**config.mk**
```make
export PLATFORM = sky130hd
export DESIGN_NAME = ssr_top
export DESIGN_NICKNAME = d
export VERILOG_FILES = /design/src/inc/ssr_pkg.sv /design/src/hw/ssr_fifo.sv /design/src/hw/ssr_top.sv
export SDC_FILE = /design/constraint.sdc
export NUM_CORES = 1
export LEC_CHECK = 0
export ABC_AREA = 0
export BUFFER_PORTS_ARGS = -buffer_cell sky130_fd_sc_hd__buf_2
export CORE_MARGIN = 1
export CORE_UTILIZATION = 30
export CTS_CLUSTER_DIAMETER = 80
export DETAILED_ROUTE_END_ITERATION = 10
export PLACE_DENSITY = 0.51
export SLEW_MARGIN = 20
export SYNTH_ARGS = -nofsm -noshare
export SYNTH_HDL_FRONTEND = slang
export SYNTH_SLANG_ARGS = --single-unit
```
**constraint.sdc**
```tcl
create_clock -name i_sys_clk -period 4 [get_ports i_sys_clk]
set_clock_uncertainty 0.05 [all_clocks]
set_input_delay 0 -clock i_sys_clk [delete_from_list [all_inputs] [get_ports i_sys_clk]]
set_output_delay 0 -clock i_sys_clk [all_outputs]
set_load 0.01 [all_outputs]
```
**src/inc/ssr_pkg.sv**
```systemverilog
// Purpose: shared constants and types of the serial status reporter
// Assumes: 250 MHz system clock
// Notes:   character codes are plain ascii
package ssr_pkg;
  // ==========================================================
  // timing
  localparam int CLK_HZ          = 250_000_000;
  localparam int BAUD_RATE       = 2400;
  localparam int BIT_CYCLES      = (CLK_HZ + BAUD_RATE / 2) / BAUD_RATE;
  localparam int REPORT_PERIOD_S = 2;
  localparam int REPORT_CYCLES   = CLK_HZ * REPORT_PERIOD_S;
  // ==========================================================
  // frame and buffer
  localparam int DATA_BITS  = 8;
  localparam int FIFO_DEPTH = 8;
  localparam logic [2:0] LAST_BIT = 3'h7;
  localparam logic [2:0] SEC_LAST = 3'h6;
  localparam logic RPT_EN_RESET   = 1'b1;
  // ==========================================================
  // characters
  localparam logic [7:0] CH_CR = 8'h0D;
  localparam logic [7:0] CH_LF = 8'h0A;
  localparam logic [7:0] CH_A  = 8'h61;
  localparam logic [7:0] CH_S  = 8'h73;
  localparam logic [7:0] CH_Z  = 8'h7A;
  localparam logic [7:0] CH_T  = 8'h74;
  // ==========================================================
  // states
  typedef enum logic [1:0] {
    TX_IDLE = 2'b00, TX_START = 2'b01, TX_DATA = 2'b10, TX_STOP = 2'b11
  } ssr_tx_t;
  typedef enum logic [1:0] {
    RX_IDLE = 2'b00, RX_START = 2'b01, RX_DATA = 2'b10, RX_STOP = 2'b11
  } ssr_rx_t;
  typedef enum logic [1:0] {
    GEN_IDLE = 2'b00, GEN_TEXT = 2'b01, GEN_CR = 2'b10, GEN_LF = 2'b11
  } ssr_gen_t;
endpackage

```
**src/hw/ssr_fifo.sv**
```systemverilog
// Purpose: small first-in first-out buffer with valid/ready on both sides
// Assumes: DEPTH is a power of two
// Notes:   read data comes straight from the storage flops
`timescale 1ns/1ps
module ssr_fifo #(
  parameter int WIDTH = 8,
  parameter int DEPTH = 8
) (
  input  wire logic             i_sys_clk,
  input  wire logic             i_rst_b,
  input  wire logic             i_in_valid,
  output logic                  o_in_ready,
  input  wire logic [WIDTH-1:0] i_in_data,
  output logic                  o_out_valid,
  input  wire logic             i_out_ready,
  output logic [WIDTH-1:0]      o_out_data
);
  localparam int AW = $clog2(DEPTH);

  logic [WIDTH-1:0] mem_q [DEPTH];
  logic [AW:0]      wr_q;
  logic [AW:0]      wr_d;
  logic [AW:0]      rd_q;
  logic [AW:0]      rd_d;
  logic             push;
  logic             pop;

  // ==========================================================
  // pointers, one extra bit tells full from empty
  always_comb begin
    o_in_ready  = (wr_q - rd_q) != (AW + 1)'(DEPTH);
    o_out_valid = wr_q != rd_q;
    push        = i_in_valid && o_in_ready;
    pop         = o_out_valid && i_out_ready;
    wr_d        = wr_q + (AW + 1)'(push);
    rd_d        = rd_q + (AW + 1)'(pop);
  end

  assign o_out_data = mem_q[rd_q[AW-1:0]];

  always_ff @(posedge i_sys_clk or negedge i_rst_b) begin
    if (!i_rst_b) begin
      wr_q <= '0;
      rd_q <= '0;
    end else begin
      wr_q <= wr_d;
      rd_q <= rd_d;
    end
  end

  // storage needs no reset, nothing reads an empty slot
  always_ff @(posedge i_sys_clk) begin
    if (push) begin
      mem_q[wr_q[AW-1:0]] <= i_in_data;
    end
  end
endmodule

```
**src/hw/ssr_top.sv**
```systemverilog
// Purpose: serial status reporter, report sender and command receiver
// Assumes: report inputs come from this clock domain and hold during a report
// Notes:   the report generator stalls on the fifo, the transmitter drains it
//
// What this block does
// - link runs 2400 baud, eight data bits, no parity, one stop bit
// - transmitter and receiver run independently at the same time
// - while enabled, a fresh report starts every two seconds
// - report order: concentration, range word, span, disabled tags, tripped tags
// - every report item is followed by carriage return then line feed
// - autospan command plus enter starts a span calibration at once
// - autozero command plus enter starts a zero calibration at once
// - status toggle command plus enter inverts the report enable flag
`timescale 1ns/1ps
module ssr_top
  import ssr_pkg::*;
#(
  parameter int P_BIT_CYCLES    = BIT_CYCLES,
  parameter int P_REPORT_CYCLES = REPORT_CYCLES
) (
  input  wire logic        i_sys_clk,
  input  wire logic        i_rst_b,
  input  wire logic        i_rxd,
  output logic             o_txd,
  input  wire logic [15:0] i_conc_bcd,
  input  wire logic        i_conc_pct,
  input  wire logic [1:0]  i_range,
  input  wire logic [15:0] i_span_bcd,
  input  wire logic [1:0]  i_alarm_dis,
  input  wire logic [1:0]  i_alarm_trip,
  output logic             o_autospan_start,
  output logic             o_autozero_start,
  output logic             o_report_enable
);
  localparam logic [31:0] BIT_LAST = 32'(P_BIT_CYCLES - 1);
  localparam logic [31:0] BIT_HALF = 32'(P_BIT_CYCLES / 2 - 1);
  localparam logic [31:0] RPT_LAST = 32'(P_REPORT_CYCLES - 1);

  // ==========================================================
  // report text helpers
  function automatic logic [3:0] pick(input logic [15:0] v, input logic [1:0] k);
    case (k)
      2'h0:    pick = v[15:12];
      2'h1:    pick = v[11:8];
      2'h2:    pick = v[7:4];
      default: pick = v[3:0];
    endcase
  endfunction

  function automatic logic [7:0] dig(input logic [3:0] n);
    dig = 8'h30 | {4'h0, n};
  endfunction

  // returns {last character of item, character}
  function automatic logic [8:0] text_char(input logic [2:0] sec, input logic [3:0] idx,
                                           input logic [15:0] conc, input logic pct,
                                           input logic [1:0] rng, input logic [15:0] span);
    logic [7:0] ch;
    logic       lst;
    ch  = 8'h20;
    lst = 1'b0;
    case (sec)
      3'h0: begin
        case (idx)
          4'h0, 4'h1, 4'h2, 4'h3: ch = dig(pick(conc, idx[1:0]));
          4'h4: begin
            ch  = pct ? 8'h25 : 8'h50;
            lst = pct;
          end
          4'h5:    ch = 8'h50;
          default: begin
            ch  = 8'h4D;
            lst = 1'b1;
          end
        endcase
      end
      3'h1: begin
        case ({rng == 2'h2, rng == 2'h1, idx[1:0]})
          4'b1000: ch = 8'h48;
          4'b1001: ch = 8'h49;
          4'b0100: ch = 8'h4D;
          4'b0101: ch = 8'h45;
          4'b0110: ch = 8'h44;
          4'b0000: ch = 8'h4C;
          default: ch = 8'h4F;
        endcase
        lst = (rng == 2'h1) ? (idx == 4'h2) : (idx == 4'h1);
      end
      3'h2: begin
        case (idx)
          4'h0:    ch = 8'h30;
          4'h1:    ch = 8'h2D;
          default: ch = dig(pick(span, 2'(idx - 4'h2)));
        endcase
        lst = idx == 4'h5;
      end
      default: begin
        case (idx)
          4'h0:    ch = 8'h41;
          4'h1:    ch = 8'h4C;
          4'h2:    ch = 8'h2D;
          4'h3:    ch = sec[0] ? 8'h31 : 8'h32;
          4'h4:    ch = 8'h20;
          4'h5:    ch = (sec < 3'h5) ? 8'h44 : 8'h4F;
          4'h6:    ch = (sec < 3'h5) ? 8'h49 : 8'h4E;
          4'h7:    ch = 8'h53;
          4'h8:    ch = 8'h41;
          4'h9:    ch = 8'h42;
          4'hA:    ch = 8'h4C;
          4'hB:    ch = 8'h45;
          default: ch = 8'h44;
        endcase
        lst = (sec < 3'h5) ? (idx == 4'hC) : (idx == 4'h6);
      end
    endcase
    text_char = {lst, ch};
  endfunction

  // ==========================================================
  // interval timer and report generator
  ssr_gen_t   gen_q, gen_d;
  logic [2:0] sec_q, sec_d;
  logic [3:0] idx_q, idx_d;
  logic [31:0] tmr_q, tmr_d;
  logic       tmr_tick;
  logic       sec_on;
  logic [8:0] tc;
  logic       fifo_in_valid, fifo_in_ready, gen_push;
  logic [7:0] fifo_in_data;
  logic       rpt_en_q, rpt_en_d;

  always_comb begin
    tmr_tick = tmr_q == RPT_LAST;
    tmr_d    = tmr_tick ? '0 : tmr_q + 32'h1;
    tc       = text_char(sec_q, idx_q, i_conc_bcd, i_conc_pct, i_range, i_span_bcd);
    case (sec_q)
      3'h3:    sec_on = i_alarm_dis[0];
      3'h4:    sec_on = i_alarm_dis[1];
      3'h5:    sec_on = i_alarm_trip[0];
      3'h6:    sec_on = i_alarm_trip[1];
      default: sec_on = 1'b1;
    endcase
    fifo_in_valid = ((gen_q == GEN_TEXT) && sec_on) || (gen_q == GEN_CR) || (gen_q == GEN_LF);
    fifo_in_data  = (gen_q == GEN_CR) ? CH_CR : (gen_q == GEN_LF) ? CH_LF : tc[7:0];
    gen_push = fifo_in_valid && fifo_in_ready;
    gen_d = gen_q;
    sec_d = sec_q;
    idx_d = idx_q;
    case (gen_q)
      GEN_IDLE: if (tmr_tick && rpt_en_q) begin
        gen_d = GEN_TEXT;
        sec_d = '0;
        idx_d = '0;
      end
      GEN_TEXT: if (!sec_on) begin
        gen_d = (sec_q == SEC_LAST) ? GEN_IDLE : GEN_TEXT;
        sec_d = sec_q + 3'h1;
      end else if (gen_push) begin
        if (tc[8]) gen_d = GEN_CR;
        idx_d = idx_q + 4'h1;
      end
      GEN_CR: if (gen_push) gen_d = GEN_LF;
      GEN_LF: if (gen_push) begin
        gen_d = (sec_q == SEC_LAST) ? GEN_IDLE : GEN_TEXT;
        sec_d = sec_q + 3'h1;
        idx_d = '0;
      end
      default: gen_d = GEN_IDLE;
    endcase
  end

  // ==========================================================
  // buffer between generator and transmitter
  logic       fifo_out_valid, fifo_out_ready;
  logic [7:0] fifo_out_data;

  ssr_fifo #(.WIDTH(DATA_BITS), .DEPTH(FIFO_DEPTH)) u_fifo (
    .i_sys_clk   (i_sys_clk),
    .i_rst_b     (i_rst_b),
    .i_in_valid  (fifo_in_valid),
    .o_in_ready  (fifo_in_ready),
    .i_in_data   (fifo_in_data),
    .o_out_valid (fifo_out_valid),
    .i_out_ready (fifo_out_ready),
    .o_out_data  (fifo_out_data)
  );

  // ==========================================================
  // transmitter, 8n1 frame
  ssr_tx_t    tx_q, tx_d;
  logic [31:0] tcnt_q, tcnt_d;
  logic [2:0] tbit_q, tbit_d;
  logic [7:0] tsh_q, tsh_d;
  logic       txd_q, txd_d, tx_tick;

  assign fifo_out_ready = tx_q == TX_IDLE;
  assign tx_tick        = tcnt_q == BIT_LAST;

  always_comb begin
    tx_d   = tx_q;
    tbit_d = tbit_q;
    tsh_d  = tsh_q;
    txd_d  = txd_q;
    tcnt_d = tx_tick ? '0 : tcnt_q + 32'h1;
    case (tx_q)
      TX_IDLE: begin
        tcnt_d = '0;
        if (fifo_out_valid) begin
          tsh_d = fifo_out_data;
          txd_d = 1'b0;
          tx_d  = TX_START;
        end
      end
      TX_START: if (tx_tick) begin
        tx_d   = TX_DATA;
        txd_d  = tsh_q[0];
        tbit_d = '0;
      end
      TX_DATA: if (tx_tick) begin
        if (tbit_q == LAST_BIT) begin
          tx_d  = TX_STOP;
          txd_d = 1'b1;
        end else begin
          tbit_d = tbit_q + 3'h1;
          tsh_d  = {1'b0, tsh_q[7:1]};
          txd_d  = tsh_q[1];
        end
      end
      TX_STOP: if (tx_tick) tx_d = TX_IDLE;
      default: tx_d = TX_IDLE;
    endcase
  end

  assign o_txd = txd_q;

  // ==========================================================
  // receiver, own divider so it runs beside the transmitter
  ssr_rx_t    rx_q, rx_d;
  logic [31:0] rcnt_q, rcnt_d;
  logic [2:0] rbit_q, rbit_d;
  logic [7:0] rsh_q, rsh_d;
  logic       s1_q, s2_q, s3_q, lvl_q, lvl_d, rx_stb;

  always_comb begin
    lvl_d  = (s2_q == s3_q) ? s3_q : lvl_q;
    rx_d   = rx_q;
    rbit_d = rbit_q;
    rsh_d  = rsh_q;
    rx_stb = 1'b0;
    rcnt_d = rcnt_q + 32'h1;
    case (rx_q)
      RX_IDLE: begin
        rcnt_d = '0;
        if (!lvl_q) rx_d = RX_START;
      end
      RX_START: if (rcnt_q == BIT_HALF) begin
        rcnt_d = '0;
        rbit_d = '0;
        rx_d   = lvl_q ? RX_IDLE : RX_DATA;
      end
      RX_DATA: if (rcnt_q == BIT_LAST) begin
        rcnt_d = '0;
        rsh_d  = {lvl_q, rsh_q[7:1]};
        rbit_d = rbit_q + 3'h1;
        if (rbit_q == LAST_BIT) rx_d = RX_STOP;
      end
      RX_STOP: if (rcnt_q == BIT_LAST) begin
        rx_d   = RX_IDLE;
        rx_stb = lvl_q;  // a low stop bit drops the character
      end
      default: rx_d = RX_IDLE;
    endcase
  end

  // ==========================================================
  // command line parser
  logic [7:0] c0_q, c0_d, c1_q, c1_d;
  logic [1:0] ccnt_q, ccnt_d;
  logic       is_cr, is_span, is_zero, is_tog;
  logic       span_q, zero_q;

  always_comb begin
    is_cr   = rx_stb && (rsh_q == CH_CR) && (ccnt_q == 2'h2);
    is_span = is_cr && (c1_q == CH_A) && (c0_q == CH_S);
    is_zero = is_cr && (c1_q == CH_A) && (c0_q == CH_Z);
    is_tog  = is_cr && (c1_q == CH_S) && (c0_q == CH_T);
    rpt_en_d = is_tog ? !rpt_en_q : rpt_en_q;
    c0_d   = c0_q;
    c1_d   = c1_q;
    ccnt_d = ccnt_q;
    // line feeds are skipped so a terminal sending cr lf still works
    if (rx_stb && (rsh_q == CH_CR)) begin
      ccnt_d = '0;
    end else if (rx_stb && (rsh_q != CH_LF)) begin
      c1_d   = c0_q;
      c0_d   = rsh_q;
      ccnt_d = (ccnt_q == 2'h3) ? ccnt_q : ccnt_q + 2'h1;
    end
  end

  assign o_autospan_start = span_q;
  assign o_autozero_start = zero_q;
  assign o_report_enable  = rpt_en_q;

  // ==========================================================
  // state registers
  always_ff @(posedge i_sys_clk or negedge i_rst_b) begin
    if (!i_rst_b) begin
      gen_q <= GEN_IDLE;  sec_q <= '0;  idx_q <= '0;  tmr_q <= '0;
      tx_q  <= TX_IDLE;  tcnt_q <= '0;  tbit_q <= '0;  tsh_q <= '0;  txd_q <= 1'b1;
      rx_q  <= RX_IDLE;  rcnt_q <= '0;  rbit_q <= '0;  rsh_q <= '0;
      s1_q  <= 1'b1;  s2_q <= 1'b1;  s3_q <= 1'b1;  lvl_q <= 1'b1;
      c0_q  <= '0;  c1_q <= '0;  ccnt_q <= '0;
      span_q <= 1'b0;  zero_q <= 1'b0;  rpt_en_q <= RPT_EN_RESET;
    end else begin
      gen_q <= gen_d;  sec_q <= sec_d;  idx_q <= idx_d;  tmr_q <= tmr_d;
      tx_q  <= tx_d;  tcnt_q <= tcnt_d;  tbit_q <= tbit_d;  tsh_q <= tsh_d;  txd_q <= txd_d;
      rx_q  <= rx_d;  rcnt_q <= rcnt_d;  rbit_q <= rbit_d;  rsh_q <= rsh_d;
      s1_q  <= i_rxd;  s2_q <= s1_q;  s3_q <= s2_q;  lvl_q <= lvl_d;
      c0_q  <= c0_d;  c1_q <= c1_d;  ccnt_q <= ccnt_d;
      span_q <= is_span;  zero_q <= is_zero;  rpt_en_q <= rpt_en_d;
    end
  end
endmodule

```
---- Yosys cells after proc, flatten, opt, wreduce, memory -nomap -nowiden ----
Memory sizes are Yosys's and may differ from the RTL's.
Cells that the tools add are included.
cells by class
  add/sub/neg operators ................... 12
  multipliers ............................. 0
  divide/modulo/power cells ............... 0
  order comparisons ....................... 1
  equal/unequal tests ..................... 76
  shifts and indexed selects .............. 0
  multiplexer cells ....................... 77
  bitwise logic cells ..................... 1
  reductions and logical operators ........ 45
operators with widths
  operator                                         number
  2-to-1 mux 32 bit                                5
  adder 32 x 1 -> 32 bit, second input constant    3
  case mux 32 bit (3 select lines)                 1
  case mux 7 bit (10 select lines)                 1
  == test 32 x 17 -> 1 bit, second input constant  2
  2-to-1 mux 2 bit                                 21
  == test 8 x 7 -> 1 bit, second input constant    5
  2-to-1 mux 8 bit                                 5
  inequality test 2 bit, second input constant     18
  case mux 4 bit (3 select lines)                  3
  == test 32 x 16 -> 1 bit, second input constant  1
  == test 32 x 29 -> 1 bit, second input constant  1
  == test 4 x 3 -> 1 bit, second input constant    7
  == test 4 bit, second input constant             7
  2-to-1 mux 3 bit                                 9
  case mux 2 bit (4 select lines)                  3
  case mux 4 bit (6 select lines)                  1
  case mux 8 bit (3 select lines)                  1
  == test 2 bit, second input constant             11
  case mux 7 bit (3 select lines)                  1
  2-to-1 mux 4 bit                                 5
  AND reduction 5 bit                              4
  case mux 8 bit (2 select lines)                  1
  AND reduction 4 bit                              4
  other kinds (41)                                 92
word-level totals
  register bits ........................... 165
  latch bits .............................. 0
  memory bits (writable) .................. 64
  ROM bits ................................ 0
  output and inout port bits .............. 4
  word-level logic and storage cells ...... 238
  memories ................................ 1
memories
  memory        depth  width  read ports  clocked after memory_dff  write ports  line            text
  u_fifo.mem_q  8      8      1           0                         1            ssr_fifo.sv:20  logic [WIDTH-1:0] mem_q [DEPTH];

---- Depth between registers and ports, before layout ----
Gate-level depths: netlist of run 1.
  word-level depth ........................ 9
  depth in mapped cells ................... 11
  mapped depth without buffers ............ 10

---- By module ----
A second synthesis of run 1 with hierarchy kept.
second synthesis, totals
  cells, all modules ...................... 1118
  area, all modules ....................... 12031.5 um^2
by module, submodules not included
  module    times used  cells an instance  area an instance (um^2)  seq. area each (um^2)
  ssr_top   1           957                9073.7                   3936.3
  ssr_fifo  1           161                2957.8                   2122.0

---- Least setup slack after synthesis of run 1 ----
Ideal clock, no wire load.
  path type ............................... register -> register
  start ................................... register u_fifo.rd_q[1]
  end ..................................... memory u_fifo.mem_q[1][0] (enable)
  library setup time ...................... 0.380 ns
  arrival time ............................ 2.850 ns
  required time ........................... 3.570 ns
  slack ................................... 0.720 ns
  stages on the path, launching flop included .. 11
  path buffers ............................ 3
  cell sequence ........................... dfrtp_1 > clkbuf_1 > clkbuf_1 > inv_1 > ha_1 > nand3b_1 > a21boi_0 > or4_1 > clkbuf_1 > o211ai_1 > nor3_1
on the way
  longest elaborated chain between the ends .. 5
RTL lines
  item                                    line            text
  start, declared                         ssr_fifo.sv:23  logic [AW:0] rd_q;
  start signal, assigned                  ssr_fifo.sv:47  rd_q <= rd_d;
  subtractor 4 bit                        ssr_fifo.sv:31  o_in_ready = (wr_q - rd_q) != (AW + 1)'(DEPTH);
  inequality test 4 bit                   ssr_fifo.sv:31
  logical AND 1 bit                       ssr_fifo.sv:33  push = i_in_valid && o_in_ready;
  2-to-1 mux 1 bit                        ssr_fifo.sv:53  if (push) begin
  2-to-1 mux 1 bit (not written as such)  ssr_fifo.sv:54  mem_q[wr_q[AW-1:0]] <= i_in_data;
  end, declared                           ssr_fifo.sv:20
No other way between the ends.

---- Worst setup path after layout of run 1 ----
  start ................................... register u_fifo.rd_q[2]
  end ..................................... memory u_fifo.mem_q[5][4] (enable)
Same word-level chain as after synthesis.

==> results of run 1 <==
[layout make-up]
class                   count  area (µm²)  share of cell area [%]
clock buffers              36         749                    5.69
repair buffers             62         377                    2.86
inverters                  33         124                   0.941
well taps                 511         639                    4.86
flip-flops and latches    220        5790                    44.0
clock inverters            10        91.3                   0.694
multi-input cells         763        5390                    41.0
[per-layer routing]
layer  wire length [µm]  vias up
li1                   -     4006
met4                487        0
met5                  0        -
met3               1060       42
met1              12600     3984
met2              12000      169
[power groups by stage]
stage	sequential, mW	combinational (mW)	clock [mW]
after floorplan	3.06	1.95	0
after global placement	3.16	2.72	0
after detailed placement	3.17	2.74	0
after CTS	3.13	2.76	2.37
after global routing	3.17	3.04	2.46
final	3.13	2.73	2.30
[state kept, by name, indices dropped and copies added, names as in the netlist, 2 cells and up, named ones only]
signal and cells:
c0_q 8, rsh_q 8, sec_q 3, u_fifo.wr_q 4, tcnt_q 32, rbit_q 3
tbit_q 3, ccnt_q 2, u_fifo.rd_q 4, c1_q 8, tsh_q 7, u_fifo.mem_q 56
tmr_q 32, rcnt_q 32, idx_q 4, tx_q 2
[worst paths after layout]
| kind | from | endpoint | slack, ns | cells after the start |
|---|---|---|---|---|
| worst max-delay path | u_fifo.rd_q[2] | u_fifo.mem_q[5][4] | 0.88 | 7 |
| worst min-delay path | i_rst_b | tcnt_q[19] | 0.06 | 2 |
| worst max register to register | u_fifo.rd_q[2] | u_fifo.mem_q[5][4] | 0.88 | 7 |
| worst min register to register | s1_q | s2_q | 0.31 | 0 |
| max in group asynchronous | i_rst_b | s1_q | 2.86 | 3 |
| min in group i_sys_clk | i_conc_pct | u_fifo.mem_q[0][5] | 0.07 | 4 |
[repair_timing]
action / 4_1_cts / 5_1_grt
endpoints found under the hold margin: 82 / 0
hold buffers: 2 / 0
gates resized for setup: 0 / 0
buffers inserted: 0 / 0
[through the flow]
stage          cell area, µm²  hold slack (ns)  worst slack, ns
6_report                13200           0.0589            0.878
5_1_grt                 13200           0.0612            0.596
4_1_cts                 13200           0.0530            0.638
3_5_place_dp            12300           0.0617            0.660
3_3_place_gp            12300           0.0587            0.699
2_1_floorplan           11500           -0.346            0.720
[cells in the mapped netlist, types with 29 or more instances]
library cell / instances
nand4_1: 33
nor4_1: 29
o21ai_0: 32
inv_1: 32
edfxtp_1: 56
xor2_1: 30
nand3_1: 45
clkbuf_1: 37
nor2_1: 119
dfrtp_1: 158
xnor2_1: 63
ha_1: 36
nand2_1: 75
[logic make-up (layout without fill, tap and decap cells)]
kind of cell               Yosys count  in the layout  synth area share (%)
AOI/OAI and AO/OA                  145            145                  8.87
xor gates and xnor gates            93             93                  7.08
adders and majority gates           37             37                  4.00
buffers and inverters               84            141                  2.90
DFF                                220            220                  50.3
muxes                               56             56                  7.01
and+or+nand+nor                    432            432                  19.8
==> impl_metrics.py, run 1 <==
metrics = {
    "floorplanning": {
        "io_pins": 46,
        "die-width_um": 198,
        "die_area_mm2": 0.0391,
        "initial_core_util_pct": 30.5,
        "die_h_um": 198,
        "core-area_mm2": 0.0377,
        "rows": 71,
    },
    "power_and_ir_drop": {
        "switching_share_pct": 35.1,
        "pwr-share-clk_pct": 28.2,
        "power_mw": 8.17,
        "power.density_mw_per_mm2": 620,
        "power_frac_comb_pct": 33.5,
        "switchingPower_mw": 2.87,
        "p_int_mw": 5.30,
        "p_leak_nw": 5.34,
        "seqPwrFrac_pct": 38.3,
        "peakVddDrop_mv": 0.288,
    },
    "timing": {
        "fin_crit_sh_pct": 78.1,
        "max_freq_mhz": 320,
        "drv_slew": 0,
        "finalCriticalPeriod_ns": 3.12,
        "hold_viol": 0,
        "worstMarginPinSlew_ns": 1.07,
        "rsz0062_at_grt": "false",
        "slew-limit-headroom_pct": 28.8,
        "tns_ns": 0,
        "setup_viol": 0,
    },
    "place": {
        "gp_congestion": 0.892,
        "io_buffers": 45,
        "dp.final_hpwl_um": 17900,
        "place.detailed.instances": 1587,
    },
    "global_route": {
        "grt_pass1_vias": 8022,
        "grt.met2_usage_pct": 21.9,
        "antenna_found_initial": 1,
        "grtUsageMet1_pct": 19.2,
        "grt_max_degree": 84,
        "grt.total_usage_pct": 13.7,
        "grt_first_pass_wirelength_um": 43400,
        "busiest_layer": "met2",
        "globalRouteOverflowTotal": 0,
        "grt_use_met3_pct": 2.20,
    },
    "critical_path": {
        "startpoint_type": "flip-flop",
        "critical-path-max-stage-delay_ns": 0.65,
        "path_max_fanout": 13,
        "worstPathArrival_ns": 3.24,
        "cp.required_ns": 4.11,
        "critPathKind": "reg2reg",
        "critPathTopFamily": "simple AND/OR/NAND/NOR gates",
        "worstPathCellList": "inv_2 > ha_1 > nand3b_1 > a21boi_0 > or4_1 > o211ai_1 > nor2_1",
        "cp-end-kind": "flip-flop",
        "cp_slowest_cell": "nor2_1",
        "worstPathBufferInverterCount": 1,
    },
    "synth": {
        "postSynthAreaPerCell_um2": 10.8,
        "synth_area_leaders": "dfrtp_1 (34%), edfxtp_1 (15%), xnor2_1 (4.8%)",
        "yosysWarnings": 0,
        "synthDistinctLibCells": 73,
        "syn_nets": 1145,
        "async_reset_ff_share_pct": 74.5,
        "synth_cells": 1067,
        "synthFlopType": "dfrtp_1",
        "synth-edff-count": 56,
        "synth_top_cell_area_share_pct": 34.4,
        "syn_area_mm2": 0.0115,
        "ys_seq_area_share_pct": 50.3,
        "synth_largest_area_cell": "dfrtp_1",
        "ys_ff_latch": 220,
    },
    "clock_tree": {
        "h-tree-depth": 1,
        "cts_tree": "built",
        "clockBufferDepth": 3,
        "clk_pin_slew_ns": 0.06,
        "numCtsBuffers": 26,
        "clock-sinks": 220,
        "clk_latency_ns": 0.53,
        "cts-root-buf": "clkbuf_16",
    },
    "cells_and_area": {
        "nFillCells": 3834,
        "final_cell_mix": "dfrtp_1 (158), nor2_1 (119), nand2_1 (75), xnor2_1 (63), edfxtp_1 (56)",
        "final_util_pct": 35.0,
        "n_antenna_cell": 0,
        "final_cells": 1635,
        "area_growth_pct": 14.4,
        "final_common_cell": "dfrtp_1",
        "nets": 1184,
        "drive_above_1_share_pct": 15.4,
    },
    "worst_hold_path": {
        "holdCritPathClass": "in2async",
    },
    "drt": {
        "vias_per_cell": 5.02,
        "dr.pass1.iters": 7,
        "wl_um": 26100,
        "drt_iter0_drc": 452,
        "antenna_left": 0,
        "dr_total_vias": 8201,
        "drc": 0,
        "route.detailed.wl_per_inst_um": 16.0,
    },
    "job": {
        "drv_cap": 0,
    },
    "status": {
        "status": "finished clean",
    },
}
(Power assumes the default switching activity.)
==> inputs of run 2 (changes only) <==
--- a/config.mk
+++ b/config.mk
@@ -11,7 +11,7 @@
 export CORE_UTILIZATION = 30
 export CTS_CLUSTER_DIAMETER = 80
 export DETAILED_ROUTE_END_ITERATION = 10
-export PLACE_DENSITY = 0.51
+export PLACE_DENSITY = 0.52
 export SLEW_MARGIN = 20
 export SYNTH_ARGS = -nofsm -noshare
 export SYNTH_HDL_FRONTEND = slang
==> constraint.sdc (replaced) <==
create_clock -name i_sys_clk -period 2.8 [get_ports i_sys_clk]
set_clock_uncertainty 0.05 [all_clocks]
set_input_delay 0 -clock i_sys_clk [delete_from_list [all_inputs] [get_ports i_sys_clk]]
set_output_delay 0 -clock i_sys_clk [all_outputs]
set_load 0.01 [all_outputs]
==> impl_metrics.py, run 2 (synthesized netlist as in run 1, its figures left out) <==
metrics = {
    "power_and_ir_drop": {
        "peakVddDrop_mv": 0.498,
        "pwr-share-clk_pct": 26.8,
        "power_frac_comb_pct": 36.3,
        "p_leak_nw": 5.53,
        "switchingPower_mw": 4.08,
        "switching_share_pct": 34.4,
        "power.density_mw_per_mm2": 879,
        "p_int_mw": 7.79,
        "seqPwrFrac_pct": 37.0,
    },
    "cells_and_area": {
        "multi_input_area_mm2": 0.00543,
        "area_growth_pct": 17.3,
        "seq_area_mm2": 0.00579,
        "nFillCells": 3750,
        "drive_above_1_share_pct": 18.7,
        "final_cells": 1668,
        "nets": 1217,
        "largest_reg_flops": 56,
        "final_common_cell": "dfrtp_1",
        "final_cell_mix": "dfrtp_1 (158), nor2_1 (113), nand2_1 (75), xnor2_1 (63), edfxtp_1 (56)",
        "n_antenna_cell": 0,
    },
    "clock_tree": {
        "clk_latency_ns": 0.52,
        "cts_tree": "built",
        "clock-sinks": 220,
        "cts-root-buf": "clkbuf_16",
        "numCtsBuffers": 24,
        "clockBufferDepth": 3,
        "clk_pin_slew_ns": 0.06,
        "h-tree-depth": 1,
    },
    "place": {
        "gp_congestion": 0.891,
        "post-place-ws_ns": 0.129,
        "dp.final_hpwl_um": 18000,
        "place.detailed.instances": 1621,
        "io_buffers": 45,
    },
    "drt": {
        "wl_um": 25600,
        "route.detailed.wl_per_inst_um": 15.4,
        "vias_per_cell": 4.98,
        "dr.pass1.iters": 7,
        "drc": 0,
        "drt_iter0_drc": 561,
        "dr_total_vias": 8300,
        "antenna_left": 0,
    },
    "floorplanning": {
        "die-width_um": 198,
        "initial_core_util_pct": 30.5,
        "die_area_mm2": 0.0391,
        "io_pins": 46,
        "rows": 71,
        "core-area_mm2": 0.0377,
        "die_h_um": 198,
    },
    "global_route": {
        "globalRouteOverflowTotal": 0,
        "grt_pass1_vias": 8053,
        "grt_first_pass_wirelength_um": 42300,
        "grt.total_usage_pct": 13.2,
        "grt_max_degree": 57,
        "antenna_found_initial": 1,
    },
    "timing": {
        "whs_ns": -0.0218,
        "tns_ns": 0,
        "finalWorstSetupSlack_ns": 0.173,
        "hold_viol": 12,
        "max_freq_mhz": 381,
        "fin_crit_sh_pct": 93.8,
        "finalCriticalPeriod_ns": 2.63,
        "slew-limit-headroom_pct": 57.0,
        "setup_viol": 0,
        "drv_slew": 0,
        "worstMarginPinSlew_ns": 0.644,
    },
    "critical_path": {
        "critical-path-max-stage-delay_ns": 0.68,
        "worstPathArrival_ns": 2.99,
        "cp-end-kind": "flip-flop",
        "critPathTopFamily": "simple AND/OR/NAND/NOR gates",
        "worstPathBufferInverterCount": 0,
        "r2r_end": "o_autozero_start",
        "startpoint_type": "flip-flop",
        "rr_startpoint": "rcnt_q[11]",
        "cp_slowest_cell": "or4_1",
        "r2r_slack_ns": 0.17,
        "path_max_fanout": 6,
        "rr_worst_depth": 5,
        "worstPathCellList": "or3b_1 > or4_1 > nor4_1 > nand4_1 > nor3b_1",
        "cp.required_ns": 3.17,
        "critPathKind": "reg2reg",
    },
    "worst_hold_path": {
        "holdCritPathClass": "in2async",
    },
    "status": {
        "status": "finished with violations",
        "violations": "negative hold slack",
    },
    "job": {
        "drv_cap": 0,
    },
}
## run 2: changes by cell type in the layout (fill, tap and decap cells not counted), sizes merged
cell and delta:
buf +35, clkbuf -7, clkinv +4, bufinv +1
## run 2: worst max-delay path by stage
stage,start,endpoint,depth (start not counted)
finish,rcnt_q[11],o_autozero_start,5
global route,sec_q[0],u_fifo.mem_q[2][6],7
CTS,sec_q[0],u_fifo.mem_q[0][6],7
detailed placement,sec_q[0],u_fifo.mem_q[0][3],7
global placement,tmr_q[25],sec_q[0],6
floorplan,u_fifo.rd_q[1],u_fifo.mem_q[2][0],10
## run 2: what timing repair did
item	4_1_cts	5_1_grt
buffers inserted	0	1
endpoints found under the setup margin	0	58
gates resized for setup	0	2
hold buffers	2	0
hold endpoints to repair	159	0
## run 2: stage by stage
step / total power, mW / hold WS (ns) / utilization, % / area [µm²]
floorplan: 7.21 / -0.346 / - / 11500
global placement: 8.69 / -0.0352 / 33.6 / 12700
detailed placement: 8.73 / -0.0380 / 33.6 / 12700
CTS: 12.0 / 0.0104 / 35.8 / 13500
global route: 12.6 / 0.0303 / 35.8 / 13500
finish: 11.9 / -0.0218 / 35.8 / 13500
## run 2: power by group through the flow
stage | combinational (mW) | sequential (mW) | clock [mW]
finish | 4.30 | 4.39 | 3.17
global route | 4.80 | 4.44 | 3.39
CTS | 4.31 | 4.39 | 3.28
detailed placement | 4.28 | 4.45 | 0
global placement | 4.25 | 4.44 | 0
floorplan | 2.83 | 4.38 | 0
## run 2: routing by layer
| metal | part of all wire [%] | wire (µm) | up-vias | global-route usage [%] |
|---|---|---|---|---|
| met5 | 0.058 | 15 | - | 0 |
| met4 | 2.5 | 641 | 2 | 3.85 |
| met3 | 3.4 | 864 | 50 | 1.87 |
| met2 | 47 | 12100 | 138 | 21.6 |
| met1 | 47 | 12000 | 4030 | 18.1 |
| li1 | - | - | 4080 | - |
## run 2: area by class of cell
type	count	area share, %
clock inverter	15	1.03
tap	511	4.74
inverter	33	0.918
timing repair buffer	97	5.29
sequential	220	42.9
clock buffer	29	4.89
multi-input combinational	763	40.2
==> inputs of run 3 (changes only) <==
--- a/config.mk
+++ b/config.mk
@@ -7,11 +7,13 @@
 export LEC_CHECK = 0
 export ABC_AREA = 0
 export BUFFER_PORTS_ARGS = -buffer_cell sky130_fd_sc_hd__buf_2
+export CELL_PAD_IN_SITES_DETAIL_PLACEMENT = 0
+export CELL_PAD_IN_SITES_GLOBAL_PLACEMENT = 1
 export CORE_MARGIN = 1
 export CORE_UTILIZATION = 30
 export CTS_CLUSTER_DIAMETER = 80
 export DETAILED_ROUTE_END_ITERATION = 10
-export PLACE_DENSITY = 0.52
+export PLACE_DENSITY = 0.61
 export SLEW_MARGIN = 20
 export SYNTH_ARGS = -nofsm -noshare
 export SYNTH_HDL_FRONTEND = slang
==> impl_metrics.py, run 3 (synthesized netlist as in run 1, its figures left out) <==
metrics = {
    "status": {
        "status": "finished with violations",
        "violations": "negative hold slack",
    },
    "clock_tree": {
        "clock-sinks": 220,
        "clk_pin_slew_ns": 0.06,
        "h-tree-depth": 1,
        "cts.repair.resized": 0,
        "numCtsBuffers": 27,
        "clk_latency_ns": 0.54,
        "clockBufferDepth": 3,
        "cts_tree": "built",
        "cts-root-buf": "clkbuf_16",
    },
    "critical_path": {
        "r2r_end": "u_fifo.mem_q[7][3]",
        "path_max_fanout": 7,
        "cp.required_ns": 2.93,
        "cp-end-kind": "flip-flop",
        "worstPathArrival_ns": 2.82,
        "rr_worst_depth": 7,
        "cp_slowest_cell": "nor2_2",
        "startpoint_type": "flip-flop",
        "cp-endpoint": "u_fifo.mem_q[7][3]",
        "critPathKind": "reg2reg",
        "critical-path-max-stage-delay_ns": 0.48,
        "r2r_slack_ns": 0.11,
        "rr_startpoint": "sec_q[0]",
        "worstPathCellList": "inv_1 > ha_1 > nor3_1 > o31ai_1 > a21oi_1 > o211ai_1 > nor2_2",
        "critPathLaunch": "sec_q[0]",
    },
    "cells_and_area": {
        "area_growth_pct": 18.3,
        "largest_reg_flops": 56,
        "nets": 1219,
        "final_cells": 1672,
        "final_common_cell": "dfrtp_1",
        "final_cell_mix": "dfrtp_1 (158), nor2_1 (113), nand2_1 (75), xnor2_1 (63), edfxtp_1 (56)",
        "nFillCells": 3773,
        "n_antenna_cell": 0,
        "drive_above_1_share_pct": 18.5,
    },
    "global_route": {
        "antenna_found_initial": 4,
        "grt_first_pass_wirelength_um": 44400,
        "grt_max_degree": 63,
        "globalRouteOverflowTotal": 0,
        "grt.total_usage_pct": 13.9,
        "grt_pass1_vias": 8271,
    },
    "floorplanning": {
        "core-area_mm2": 0.0377,
        "rows": 71,
        "die_area_mm2": 0.0391,
        "die_h_um": 198,
        "io_pins": 46,
        "die-width_um": 198,
        "initial_core_util_pct": 30.5,
    },
    "drt": {
        "dr_total_vias": 8248,
        "drc": 0,
        "antenna_left": 0,
        "dr.pass1.iters": 7,
        "route.detailed.wl_per_inst_um": 15.8,
        "drt_iter0_drc": 501,
        "wl_um": 26500,
        "vias_per_cell": 4.93,
    },
    "power_and_ir_drop": {
        "pwr-share-clk_pct": 29.6,
        "switchingPower_mw": 4.18,
        "seqPwrFrac_pct": 35.9,
        "p_int_mw": 8.13,
        "power.density_mw_per_mm2": 904,
        "peakVddDrop_mv": 0.436,
        "power_frac_comb_pct": 34.5,
        "switching_share_pct": 34.0,
        "p_leak_nw": 5.59,
    },
    "timing": {
        "rsz0062_at_grt": "true",
        "fin_crit_sh_pct": 96.2,
        "finalCriticalPeriod_ns": 2.69,
        "slew-limit-headroom_pct": 52.8,
        "setup_viol": 0,
        "whs_ns": -0.0195,
        "drv_slew": 0,
        "hold_viol": 20,
        "tns_ns": 0,
        "max_freq_mhz": 371,
        "worstMarginPinSlew_ns": 0.704,
    },
    "job": {
        "drv_cap": 0,
    },
    "worst_hold_path": {
        "holdCritPathClass": "in2async",
    },
    "place": {
        "gp_congestion": 0.794,
        "io_buffers": 45,
        "dp.final_hpwl_um": 18300,
        "place.detailed.instances": 1618,
    },
}
run 3: how the worst min path moves through the flow:
stage | startpoint | slack, ns | to | cells past startpoint
3_3_place_gp | i_rst_b | -0.007 | tmr_q[4] | 1
3_5_place_dp | i_rst_b | -0.006 | tmr_q[4] | 1
6_report | i_rst_b | -0.02 | tmr_q[2] | 2
2_1_floorplan | i_rst_b | -0.35 | async pin | 0
5_1_grt | i_rst_b | 0.03 | tmr_q[2] | 2
4_1_cts | i_rst_b | 0.0004 | tmr_q[3] | 2
run 3: area by class of cell:
type                    count  area, µm²  share of cell area, %
inverters                  33        124                  0.910
flip-flops and latches    220       5790                   42.5
multi-input cells         763       5420                   39.8
well taps                 511        639                   4.70
clock buffers              31        701                   5.15
clock inverters            18        229                   1.68
repair buffers             96        709                   5.21
run 3: per-layer routing:
metal	global-route usage (%)	up-vias	share of wire, %
met1	19.7	4004	50
li1	-	4085	-
met4	3.13	2	1.8
met3	2.28	34	3.8
met5	0	-	0.034
met2	22.2	123	44
run 3: per-stage QoR:
stage          cell area, µm²  util, %  total power, mW  setup WS (ns)
6_report                13600     36.1             12.3          0.105
5_1_grt                 13600     36.1             13.1        -0.0847
3_5_place_dp            12600     33.6             8.75          0.108
3_3_place_gp            12600     33.6             8.72         0.0588
2_1_floorplan           11500        -             7.21         0.0260
4_1_cts                 13600     36.1             12.5         0.0954
run 3: worst max-delay path: cells and delay by family (launching register included):
family	cells	cell delay, ns
simple gates	2	0.85
compound gates	3	0.66
flops	1	0.41
fa+ha+maj	1	0.23
buf+inv	1	0.13
run 3: power groups by stage:
stage | Sequential, mW | Clock [mW] | Combinational [mW]
after global routing | 4.48 | 3.86 | 4.74
after CTS | 4.42 | 3.75 | 4.29
after global placement | 4.46 | 0 | 4.26
after detailed placement | 4.48 | 0 | 4.27
after floorplan | 4.38 | 0 | 2.83
final | 4.42 | 3.64 | 4.25
run 3: what timing repair did:
| item | in CTS | in global routing |
|---|---|---|
| hold buffers | 3 | 0 |
| buffers inserted | 0 | 2 |
| hold endpoints to repair | 159 | 0 |
| setup endpoints to repair | 0 | 64 |
